## config.mk

```make
export PLATFORM = sky130hd
export DESIGN_NAME = adc_serial_out
export DESIGN_NICKNAME = d
export VERILOG_FILES = /design/src/adc_out_pkg.sv /design/src/result_fifo.sv /design/src/pin_sync.sv /design/src/adc_serial_out.sv
export SDC_FILE = /design/constraint.sdc
export NUM_CORES = 1
export LEC_CHECK = 0
export ABC_CLOCK_PERIOD_IN_PS = 8300
export BUFFER_PORTS_ARGS = -buffer_cell sky130_fd_sc_hd__buf_2
export CORE_MARGIN = 2
export CORE_UTILIZATION = 35
export DETAILED_ROUTE_END_ITERATION = 8
export PLACE_DENSITY = 0.58
export SYNTH_ARGS = -nofsm -noshare
export SYNTH_HDL_FRONTEND = slang
export SYNTH_HIERARCHICAL = 1
export SYNTH_SLANG_ARGS = --single-unit
```

## constraint.sdc

```tcl
create_clock -name clock_i -period 8.3 [get_ports clock_i]
set_clock_uncertainty 0.1 [all_clocks]
set_input_delay 1.245 -clock clock_i [delete_from_list [all_inputs] [get_ports clock_i]]
set_output_delay 1.245 -clock clock_i [all_outputs]
set_load 0.01 [all_outputs]
```

## src/adc_out_pkg.sv

```systemverilog
//==============================================================================
// Behaviour
// - Latch clock mode when power-on reset ends.
// - Pull clock pin up; low selects external.
// - Clock and data high while converting.
// - Conversion done drives clock, data low.
// - Continuous: sleep half period, then output.
// - Transfer spans first through 24th rising edge.
// - Data changes on falling edges; clock driven.
// - Bits stay valid across sampling rising edges.
// - After 24th edge data high, clock high.
// - Autostart: weak pull-up holds chip select high.
// - Autostart: sleep discharges chip select capacitor.
// - Threshold crossing starts output automatically.
// - Autostart: after 24th edge, chip select high.
// - Each threshold crossing re-selects internal clock.
package adc_out_pkg;

    localparam int CLK_FREQ_HZ = 125000000;
    localparam int POR_TIME_NS = 500000;
    localparam int POR_CYCLES = (POR_TIME_NS / 1000) * (CLK_FREQ_HZ / 1000000);
    localparam int RESULT_BITS = 24;
    localparam int HALF_DIV_DEFAULT = 8;
    localparam int SLEEP_CYCLES_DEFAULT = 64;
    localparam int CONV_CYCLES_DEFAULT = 200;
    localparam int FIFO_DEPTH_DEFAULT = 16;

    typedef enum logic [2:0] {
        ST_RESET = 3'b000,
        ST_CONVERT = 3'b001,
        ST_SLEEP = 3'b010,
        ST_SHIFT_HIGH = 3'b011,
        ST_SHIFT_LOW = 3'b100,
        ST_EXT_IDLE = 3'b101
    } state_type;

endpackage

```

## src/result_fifo.sv

```systemverilog
`timescale 1ns/1ps
`default_nettype none
// =============================================================================
// Result buffer between the conversion source and the shifter.
module result_fifo #(
    parameter int WIDTH = 24,
    parameter int DEPTH = 16
) (
    // Clock and reset.
    input wire logic clock_i,
    input wire logic rst_i,
    // Fill side.
    input wire logic in_valid_i,
    output logic in_ready_o,
    input wire logic [WIDTH-1:0] in_data_i,
    // Drain side.
    output logic out_valid_o,
    input wire logic out_ready_i,
    output logic [WIDTH-1:0] out_data_o
);
    localparam int AW = $clog2(DEPTH);

    logic [WIDTH-1:0] mem_q [DEPTH];
    logic [AW-1:0] wr_q;
    logic [AW-1:0] rd_q;
    logic [AW:0] count_q;
    logic push;
    logic pop;

    // Full and empty come straight from the occupancy count.
    assign in_ready_o = (count_q != AW'(0) + (AW+1)'(DEPTH));
    assign out_valid_o = (count_q != '0);
    assign out_data_o = mem_q[rd_q];
    assign push = in_valid_i && in_ready_o;
    assign pop = out_valid_o && out_ready_i;

    // Storage is written only, so it needs no reset.
    always_ff @(posedge clock_i) begin
        if (push) begin
            mem_q[wr_q] <= in_data_i;
        end
    end

    // Pointers wrap at the depth, which need not be a power of two.
    always_ff @(posedge clock_i or posedge rst_i) begin
        if (rst_i) begin
            wr_q <= '0;
            rd_q <= '0;
            count_q <= '0;
        end else begin
            if (push) begin
                wr_q <= (wr_q == AW'(DEPTH - 1)) ? '0 : wr_q + AW'(1);
            end
            if (pop) begin
                rd_q <= (rd_q == AW'(DEPTH - 1)) ? '0 : rd_q + AW'(1);
            end
            count_q <= count_q + (AW+1)'(push) - (AW+1)'(pop);
        end
    end
endmodule // result_fifo
`default_nettype wire

```

## src/pin_sync.sv

```systemverilog
`timescale 1ns/1ps
`default_nettype none
// =============================================================================
// Three-stage synchroniser; the level moves once stages two and three agree.
module pin_sync #(
    parameter logic INIT = 1'b1
) (
    input wire logic clock_i,
    input wire logic rst_i,
    input wire logic pin_i,
    output logic level_o
);
    logic [2:0] sync_q;

    // Stage one feeds only stage two, so metastability stays contained.
    always_ff @(posedge clock_i or posedge rst_i) begin
        if (rst_i) begin
            sync_q <= {3{INIT}};
            level_o <= INIT;
        end else begin
            sync_q <= {sync_q[1:0], pin_i};
            if (sync_q[1] == sync_q[2]) begin
                level_o <= sync_q[2];
            end
        end
    end
endmodule // pin_sync
`default_nettype wire

```

## src/adc_serial_out.sv

```systemverilog
`timescale 1ns/1ps
`default_nettype none
// =============================================================================
// Self-clocked result output of a delta-sigma converter.
// Continuous mode: chip select tied low. Autostart: chip select carries a
// timing capacitor, modelled as a sleep countdown that then pulls the pin low.
module adc_serial_out #(
    parameter int HALF_DIV = adc_out_pkg::HALF_DIV_DEFAULT,
    parameter int SLEEP_CYCLES = adc_out_pkg::SLEEP_CYCLES_DEFAULT,
    parameter int CONV_CYCLES = adc_out_pkg::CONV_CYCLES_DEFAULT,
    parameter int POR_CYCLES = adc_out_pkg::POR_CYCLES,
    parameter int FIFO_DEPTH = adc_out_pkg::FIFO_DEPTH_DEFAULT
) (
    // Clock and power-on reset.
    input wire logic clock_i,
    input wire logic rst_i,
    // Result stream from the conversion core.
    input wire logic result_valid_i,
    output logic result_ready_o,
    input wire logic [adc_out_pkg::RESULT_BITS-1:0] result_data_i,
    // Serial clock pin.
    input wire logic sclk_i,
    output logic sclk_o,
    output logic sclk_oe_o,
    output logic sclk_pullup_o,
    // Serial data pin.
    output logic sdo_o,
    // Chip select pin, an input with a weak pull-up and a current sink.
    input wire logic cs_n_i,
    output logic cs_pullup_o,
    output logic cs_sink_o,
    // Status.
    output logic ext_mode_o,
    output logic converting_o,
    // Rate select pin for the notch filter, passed to the core.
    input wire logic notch_frequency_select_i,
    output logic notch_frequency_select_o
);
    localparam int RB = adc_out_pkg::RESULT_BITS;
    localparam int BW = $clog2(RB + 1);
    localparam int DW = $clog2(HALF_DIV + 1);
    localparam int TW = $clog2(POR_CYCLES + SLEEP_CYCLES + CONV_CYCLES + 1);

    adc_out_pkg::state_type state_q;
    logic [TW-1:0] timer_q;
    logic [DW-1:0] div_q;
    logic [BW-1:0] bit_q;
    logic [RB-1:0] shreg_q;
    logic sclk_lvl;
    logic cs_lvl;
    logic notch_lvl;
    logic fifo_valid;
    logic fifo_pop;
    logic [RB-1:0] fifo_data;
    logic half_tick;
    logic cs_prev_q;

    // =========================================================================
    // Input capture.
    pin_sync #(.INIT(1'b1)) sclk_sync (
        .clock_i(clock_i),
        .rst_i(rst_i),
        .pin_i(sclk_i),
        .level_o(sclk_lvl)
    );

    pin_sync #(.INIT(1'b1)) cs_sync (
        .clock_i(clock_i),
        .rst_i(rst_i),
        .pin_i(cs_n_i),
        .level_o(cs_lvl)
    );

    pin_sync #(.INIT(1'b0)) notch_sync (
        .clock_i(clock_i),
        .rst_i(rst_i),
        .pin_i(notch_frequency_select_i),
        .level_o(notch_lvl)
    );

    // Results queue here so a slow drain stalls the conversion core.
    result_fifo #(
        .WIDTH(RB),
        .DEPTH(FIFO_DEPTH)
    ) result_buf (
        .clock_i(clock_i),
        .rst_i(rst_i),
        .in_valid_i(result_valid_i),
        .in_ready_o(result_ready_o),
        .in_data_i(result_data_i),
        .out_valid_o(fifo_valid),
        .out_ready_i(fifo_pop),
        .out_data_o(fifo_data)
    );

    // =========================================================================
    // Serial clock divider; each tick is one half period, fifty percent duty.
    assign half_tick = (div_q == DW'(HALF_DIV - 1));

    always_ff @(posedge clock_i or posedge rst_i) begin
        if (rst_i) begin
            div_q <= '0;
        end else if (state_q == adc_out_pkg::ST_SLEEP || state_q == adc_out_pkg::ST_SHIFT_HIGH
                     || state_q == adc_out_pkg::ST_SHIFT_LOW) begin
            div_q <= half_tick ? '0 : div_q + DW'(1);
        end else begin
            div_q <= '0;
        end
    end

    // A conversion ends once its time is up and a result is waiting.
    assign fifo_pop = (state_q == adc_out_pkg::ST_CONVERT) && (timer_q == '0) && fifo_valid;

    // =========================================================================
    // Sequencer: reset, convert, sleep, then shifting over 24 rising edges.
    always_ff @(posedge clock_i or posedge rst_i) begin
        if (rst_i) begin
            state_q <= adc_out_pkg::ST_RESET;
            timer_q <= TW'(POR_CYCLES);
            bit_q <= '0;
            shreg_q <= '0;
        end else begin
            unique case (state_q)
                adc_out_pkg::ST_RESET: begin
                    if (timer_q != '0) begin
                        timer_q <= timer_q - TW'(1);
                    end else if (sclk_lvl) begin
                        state_q <= adc_out_pkg::ST_CONVERT;
                        timer_q <= TW'(CONV_CYCLES);
                    end else begin
                        state_q <= adc_out_pkg::ST_EXT_IDLE;
                    end
                end
                adc_out_pkg::ST_CONVERT: begin
                    if (timer_q != '0) begin
                        timer_q <= timer_q - TW'(1);
                    end else if (fifo_pop) begin
                        state_q <= adc_out_pkg::ST_SLEEP;
                        shreg_q <= fifo_data;
                        timer_q <= TW'(SLEEP_CYCLES);
                    end
                end
                adc_out_pkg::ST_SLEEP: begin
                    if (timer_q != '0) begin
                        timer_q <= timer_q - TW'(1);
                    end
                    // Continuous mode leaves after half a clock period; autostart
                    // waits for chip select to cross low or for the sleep timer to run out;
                    // the clock pin level is not read, so the internal clock is kept.
                    // The pin is driven low here, so its level says nothing about
                    // an outside driver; the mode stays internal.
                    if (half_tick && (!cs_lvl || timer_q == '0)) begin
                        state_q <= adc_out_pkg::ST_SHIFT_HIGH;
                        bit_q <= '0;
                    end
                end
                adc_out_pkg::ST_SHIFT_HIGH: begin
                    if (half_tick) begin
                        // The high phase with index RB-1 is the last rising edge.
                        if (bit_q == BW'(RB - 1)) begin
                            state_q <= adc_out_pkg::ST_CONVERT;
                            timer_q <= TW'(CONV_CYCLES);
                        end else begin
                            state_q <= adc_out_pkg::ST_SHIFT_LOW;
                        end
                    end
                end
                adc_out_pkg::ST_SHIFT_LOW: begin
                    if (half_tick) begin
                        state_q <= adc_out_pkg::ST_SHIFT_HIGH;
                        bit_q <= bit_q + BW'(1);
                        if (bit_q != '0) begin
                            shreg_q <= {shreg_q[RB-2:0], 1'b0};
                        end
                    end
                end
                adc_out_pkg::ST_EXT_IDLE: begin
                    // Externally clocked timing is outside this block.
                    state_q <= adc_out_pkg::ST_EXT_IDLE;
                end
                default: begin
                    state_q <= adc_out_pkg::ST_RESET;
                end
            endcase
        end
    end

    // =========================================================================
    // Pin drive. The first shift-high phase carries the done bit (low); later
    // phases carry result bits, most significant first.
    always_ff @(posedge clock_i or posedge rst_i) begin
        if (rst_i) begin
            sclk_o <= 1'b1;
            sclk_oe_o <= 1'b0;
            sclk_pullup_o <= 1'b1;
            sdo_o <= 1'b1;
            cs_pullup_o <= 1'b0;
            cs_sink_o <= 1'b0;
            converting_o <= 1'b0;
            ext_mode_o <= 1'b0;
            notch_frequency_select_o <= 1'b0;
        end else begin
            notch_frequency_select_o <= notch_lvl;
            ext_mode_o <= (state_q == adc_out_pkg::ST_EXT_IDLE);
            converting_o <= (state_q == adc_out_pkg::ST_CONVERT);
            sclk_pullup_o <= (state_q == adc_out_pkg::ST_RESET)
                             || (state_q == adc_out_pkg::ST_SLEEP);
            cs_pullup_o <= (state_q == adc_out_pkg::ST_CONVERT);
            cs_sink_o <= (state_q == adc_out_pkg::ST_SLEEP);
            unique case (state_q)
                adc_out_pkg::ST_CONVERT: begin
                    sclk_oe_o <= 1'b1;
                    sclk_o <= 1'b1;
                    sdo_o <= 1'b1;
                end
                adc_out_pkg::ST_SLEEP: begin
                    sclk_oe_o <= 1'b1;
                    sclk_o <= 1'b0;
                    sdo_o <= 1'b0;
                end
                adc_out_pkg::ST_SHIFT_HIGH: begin
                    sclk_oe_o <= 1'b1;
                    sclk_o <= 1'b1;
                    sdo_o <= (bit_q == '0) ? 1'b0 : shreg_q[RB-1];
                end
                adc_out_pkg::ST_SHIFT_LOW: begin
                    sclk_oe_o <= 1'b1;
                    sclk_o <= 1'b0;
                    sdo_o <= (bit_q == '0) ? shreg_q[RB-1] : shreg_q[RB-2];
                end
                default: begin
                    sclk_oe_o <= 1'b0;
                    sclk_o <= 1'b1;
                    sdo_o <= 1'b1;
                end
            endcase
        end
    end

    // Previous chip select level, kept for visibility of the crossing.
    always_ff @(posedge clock_i or posedge rst_i) begin
        if (rst_i) begin
            cs_prev_q <= 1'b1;
        end else begin
            cs_prev_q <= cs_lvl;
        end
    end
endmodule // adc_serial_out
`default_nettype wire

```

# == After elaboration in Yosys (flattened, before gate mapping) ==
# Memory sizes are Yosys's and may differ from the RTL's.
# Cells that the tools add are included.
# Widths: inputs -> output; s select.
# op_classes
add_sub_neg,7
eq_ne,24
mux,36
reduce_logical,25
# ops
operator,n
$mux 16,7
$mux 24,4
$pmux 16 s4,1
$pmux 24 s2,1
$mux 3,8
$pmux 3 s6,1
$logic_not 16->1,1
$mux 4,4
$reduce_bool 16->1,1
$sub 16x1->16 const B,1
$add 4x1->4 const B,3
$reduce_and 6->1,2
$mux 5,2
$ne 2x1->1 const B,5
$pmux 5 s2,1
$reduce_bool 5->1,2
$eq 4x4->1 const B,2
$ne 2x2->1 const B,4
$eq 3x2->1 const B,2
$eq 3x3->1 const B,2
$mux 1,6
$add 5x1->5,1
$add 5x1->5 const B,1
$eq 5x5->1 const B,1
19 further kinds,29
# word_totals
regBits,85
ram_bits,384
inputBits,30
out_inout_bits,10
elab_cells,115
n_memories,1
# mem_list
memory,depth,word_bits,rd,rd_ports_with_merged_regs,write_ports,line,rtl
result_buf.mem_q,16,24,1,0,1,result_fifo.sv:23,logic [WIDTH-1:0] mem_q [DEPTH];

# == Depth between registers and ports, before layout ==
# logic_depth
word_depth,6
ltp_mapped,17
depth_no_buf,16

# == Hierarchy ==
# The synthesis kept the hierarchy.
# modules_own_cells
mod,instances,cells_per_inst,area_per_inst_um2,seq_area_each_um2
result_fifo,1,795,15517.4,11856.4
adc_serial_out,1,316,3089.2,1514.0
pin_sync (cs_sync ...),2,6,120.1,105.1
pin_sync (notch_sync),1,6,115.1,100.1

# == Worst setup path before layout ==
# No wires, ideal clock.
# synth_path
path_type,input port to flip-flop
startpoint,in result_valid_i
endpoint,mem result_buf.mem_q[0][0] (enable)
setup_ns,0.435
arrival_ns,3.443
t_required_ns,7.765
setup_slack_ns,4.322
cell_stages,4
n_path_buf,1
cell_sequence,and2_1 clkbuf_1 nand2_1 nor3_1
# synth_between
elab_chain_len,3
# synth_rtl
element,line,rtl
from (decl),adc_serial_out.sv:18,"input wire logic result_valid_i,"
$logic_and 1x1->1,result_fifo.sv:34,assign push = in_valid_i && in_ready_o;
$mux 1,result_fifo.sv:39,if (push) begin
$mux 1 (not written as such),result_fifo.sv:40,mem_q[wr_q] <= in_data_i;
to (decl),result_fifo.sv:23,
# Every way passes these cells.

# == Worst setup path after layout ==
# layout_path
startpoint,reg timer_q[0]
endpoint,reg result_buf.count_q[4]
# layout_between
elab_chain_len,5
# layout_rtl
element,line,rtl
from (decl),adc_serial_out.sv:45,logic [TW-1:0] timer_q;
from (signal assigned),adc_serial_out.sv:119,timer_q <= TW'(POR_CYCLES);
from (signal assigned),adc_serial_out.sv:126,timer_q <= timer_q - TW'(1);
from (signal assigned),adc_serial_out.sv:129,timer_q <= TW'(CONV_CYCLES);
$logic_not 16->1,adc_serial_out.sv:112,assign fifo_pop = (state_q == adc_out_pkg::ST_CONVERT) && (timer_q == '0) && fifo_valid;
$logic_and 1x1->1 (2 in a row),adc_serial_out.sv:112,
named net fifo_pop,adc_serial_out.sv:53,logic fifo_pop;
$logic_and 1x1->1,result_fifo.sv:35,assign pop = out_valid_o && out_ready_i;
named net result_buf.pop,result_fifo.sv:28,logic pop;
$sub 5x1->5,result_fifo.sv:57,count_q <= count_q + (AW+1)'(push) - (AW+1)'(pop);
to (signal assigned),result_fifo.sv:57,
to (decl),result_fifo.sv:26,logic [AW:0] count_q;
# The timed path passes the listed nets, and every way through them passes these cells.
# A chain may end at the register's enable or synchronous reset.

==> metrics.log <==
INFO  metric drt-wirelength-per-cell = 20.6 microns
INFO  metric initial_antenna_violation_count = 1
INFO  metric p_leak = 7.18 nW
INFO  metric cts_repair_resize_count = 0
INFO  metric hold_path.class = reg -> reg
INFO  metric worst_setup_hold_path_clk_slew = 0.06 ns
INFO  metric clock_latency_on_the_worst_skew_pair = 0.60 ns
INFO  metric synth_cell_type_count = 72
INFO  metric instances_no_fill = 1902
INFO  metric synth_fp_nets = 1175
INFO  metric synth-warning-count = 6
INFO  metric finalCriticalPeriod = 3.61 ns
INFO  metric maximum_count_of_clock_buffers_along_a_single_path = 3
INFO  metric timing.final.max_slew_violations = 0
INFO  metric grt_setup_unrepaired = false
INFO  metric route.top_layer_used = met4
INFO  metric synthFlopType = edfxtp_1
INFO  metric gr-usage-all-layers = 14.3%
INFO  metric cp-start-kind = flop
INFO  metric routed_wirelength = 39300 microns
INFO  metric drcViolationCount = 0
INFO  metric detail_route.wirelength.met1 = 18000 microns
INFO  metric vias_per_cell = 5.19
INFO  metric ctsRootBufferMaster = clkbuf_16
INFO  metric cts_post_setup_buffers_inserted = 0
INFO  metric final.period_utilization = 43.5%
INFO  metric floorplan.die_area = 56100 sq um
INFO  metric synthesis.instances = 1129
INFO  metric final.setup.tns = 0 ns
INFO  metric netlist.top_cell.by_area = edfxtp_1
INFO  metric final-hold-violation-count = 0
INFO  metric synth_edf_count = 384
INFO  metric grt-ovfl-total = 0
INFO  metric drv.max_cap_violation_count = 0
INFO  metric design.core.area = 53700 sq um
INFO  metric filler_cell_count = 4819
INFO  metric numClockSinks = 469
INFO  metric detailroute.via_count = 9874
INFO  metric placement.cell_area = 19900 sq um
INFO  metric synth-async-reset-ratio = 18.1%
INFO  metric wl_met2 = 19000 microns
INFO  metric tritoncts.num_buffers = 49
INFO  metric initial_core_util = 35.3%
INFO  metric dp_hpwl = 21900 microns
INFO  metric placed_cells = 1811
INFO  metric criticalPathCategory = reg -> reg
INFO  metric placement.io_buffers = 39
INFO  metric areaGrowthSynthToFinish = 13.4%
INFO  metric layout.core_utilization = 40.0%
INFO  metric timing.critical_path.arrival = 4.01 ns
INFO  metric yosysSeqAreaShare = 72.1%
INFO  metric final-setup-viol-count = 0
INFO  metric tritoncts_clock_tree = yes
INFO  metric die_h = 237 microns
INFO  metric cp.required = 8.70 ns
INFO  metric pwr_density_cell = 251 nW/um^2
INFO  metric synth_area = 19000 sq um
INFO  metric worst_rel_slew_slack = 28.7%
INFO  metric critical_path.max_fanout = 6
INFO  metric detail_route.first_pass.iterations = 4
INFO  metric final_layout_size_suffix_gt1_share = 18.8%
INFO  metric yosys.area.top_type_share = 60.8%
INFO  metric first_iter_violations = 816
INFO  metric num_rows = 85
INFO  metric cts_h_tree_depth = 2
INFO  metric first_global_vias = 10200
INFO  metric status = completed
INFO  metric gpl_congestion = 0.752
INFO  metric worst_slew_pin_slew = 1.07 ns
INFO  metric layout.nets = 1212
INFO  metric synth.ff_latch_count = 469
INFO  metric ir_worst_vdd = 0.175 mV
INFO  metric postSynthAreaPerCell = 16.8 sq um
INFO  metric maximum_number_of_pins_on_one_net_before_global_route_repair = 112
INFO  metric post_synth_main_area_contributors = edfxtp_1 (61%), dfrtp_1 (8.8%), mux2i_1 (6.4%)
INFO  metric end_kind = flop
INFO  metric cts_hold_repair.buffers = 0
INFO  metric final_area = 21500 sq um
INFO  metric dieWidth = 237 microns
INFO  metric fmax = 277 MHz
INFO  metric antenna_left = 0
INFO  metric io-pin-count = 40
INFO  metric finalPower = 5.39 mW
INFO  metric met3_length = 1450 microns
INFO  metric grt_first_pass_wirelength = 61800 microns
==> cells in the final DEF (no fill, tap or decap), drive strengths merged, types with 3 or more instances in the layout <==
master    n
edfxtp  384
mux2i   121
nand2    76
o21ai    71
dfrtp    67
clkbuf   58
buf      53
mux4     48
nor2     33
inv      28
a22oi    26
o211ai   25
a221oi   24
clkinv   24
dfstp    18
ha       15
a21oi    14
nand3    10
nor2b     9
nor3      7
xnor2     6
o31ai     6
a21o      6
nand2b    6
bufinv    5
o22ai     4
and2      4
nor4      4
xor2      3
maj3      3
or4b      3
or3       3
o31a      3
or4       3
==> path summary, 6_finish.rpt <==
kind / cells after the start / slack [ns] / start / to
min in group asynchronous: 2 / 0.51 / rst_i / notch_sync/sync_q[0]$_DFF_PP0_
worst min-delay path: 0 / 0.25 / notch_sync/sync_q[0]$_DFF_PP0_ / notch_sync/sync_q[1]$_DFF_PP0_
worst min register to register: 0 / 0.25 / notch_sync/sync_q[0]$_DFF_PP0_ / notch_sync/sync_q[1]$_DFF_PP0_
max in group asynchronous: 3 / 6.60 / rst_i / timer_q[7]$_DFFE_PP0P_
worst max-delay path: 16 / 4.69 / timer_q[0]$_DFFE_PP0P_ / result_buf/count_q[4]$_DFF_PP0_
worst max register to register: 16 / 4.69 / timer_q[0]$_DFFE_PP0P_ / result_buf/count_q[4]$_DFF_PP0_
==> state kept, by name, summed over array words and instances, names as in the netlist, 4 cells and up <==
| register | count |
|---|---|
| result_buf/rd_q | 4 |
| shreg_q | 24 |
| bit_q | 5 |
| timer_q | 16 |
| result_buf/count_q | 5 |
| div_q | 4 |
| result_buf/wr_q | 4 |
| result_buf/mem_q | 384 |
==> kinds of logic after synthesis <==
kind of cell | after synthesis | synth area share, %
mux | 169 | 12.1
flops | 469 | 72.1
xor+xnor | 9 | 0.416
simple gates | 169 | 4.35
compound gates | 201 | 7.20
buf+inv | 93 | 2.53
fa+ha+maj | 19 | 1.27
==> cells in the mapped netlist, types with 3 or more instances <==
cell type,number
clkbuf_1,30
mux4_2,48
a21oi_1,14
and2_1,4
nor3_1,7
xnor2_1,6
nand2b_1,5
nor4_1,3
mux2i_1,121
ha_1,15
dfstp_2,18
buf_2,13
inv_1,26
nand3_1,10
nor2b_1,9
o21ai_0,50
o21ai_1,21
nor2_1,33
buf_4,9
buf_1,5
o22ai_1,4
maj3_2,3
buf_6,6
a22oi_1,26
dfrtp_1,67
nand2_1,76
a21o_1,6
a221oi_1,24
o31ai_1,6
edfxtp_1,384
xor2_1,3
o211ai_1,23
==> critical path: stages, from the launching register on <==
cell,delay (ns)
dfrtp_1,0.42
inv_1,0.09
ha_1,0.22
nor4b_2,0.45
and4_1,0.43
and3_1,0.22
nand2_1,0.13
inv_1,0.13
ha_1,0.23
inv_1,0.05
ha_1,0.15
inv_1,0.06
fa_1,0.42
inv_1,0.07
a21oi_1,0.06
o21bai_1,0.16
xnor2_1,0.14
==> per-stage QoR <==
| stage | setup WS (ns) | hold WS [ns] |
|---|---|---|
| 4_1_cts | 4.74 | 0.259 |
| 3_5_place_dp | 4.77 | 0.246 |
| 6_report | 4.69 | 0.254 |
| 5_1_grt | 4.38 | 0.267 |
| 3_3_place_gp | 4.83 | 0.238 |
| 2_1_floorplan | 4.32 | 0.231 |
==> metal layers <==
metal / vias up / global-route usage, %
met1: 5126 / 19.6
met5: - / 0
met4: 0 / 4.72
li1: 4509 / -
met3: 56 / 2.35
met2: 183 / 23.4
==> layout make-up <==
class	count	area (sq um)	area share [%]
Antenna cell	1	2.50	0.0116
Clock buffer	58	1280	5.96
Clock inverter	32	318	1.48
Inverter	26	97.6	0.454
Multi-Input combinational cell	567	4930	22.9
Sequential cell	469	13700	63.7
Tap cell	696	871	4.05
Timing Repair Buffer	53	313	1.46
==> where the power goes <==
| group | switching, mW | internal, mW | total [mW] |
|---|---|---|---|
| Sequential | 0.0619 | 2.75 | 2.82 |
| Combinational | 0.278 | 0.122 | 0.400 |
| Clock | 0.914 | 1.26 | 2.18 |
| Total | 1.25 | 4.14 | 5.39 |
Note: power is estimated with default switching activity, not from simulation.
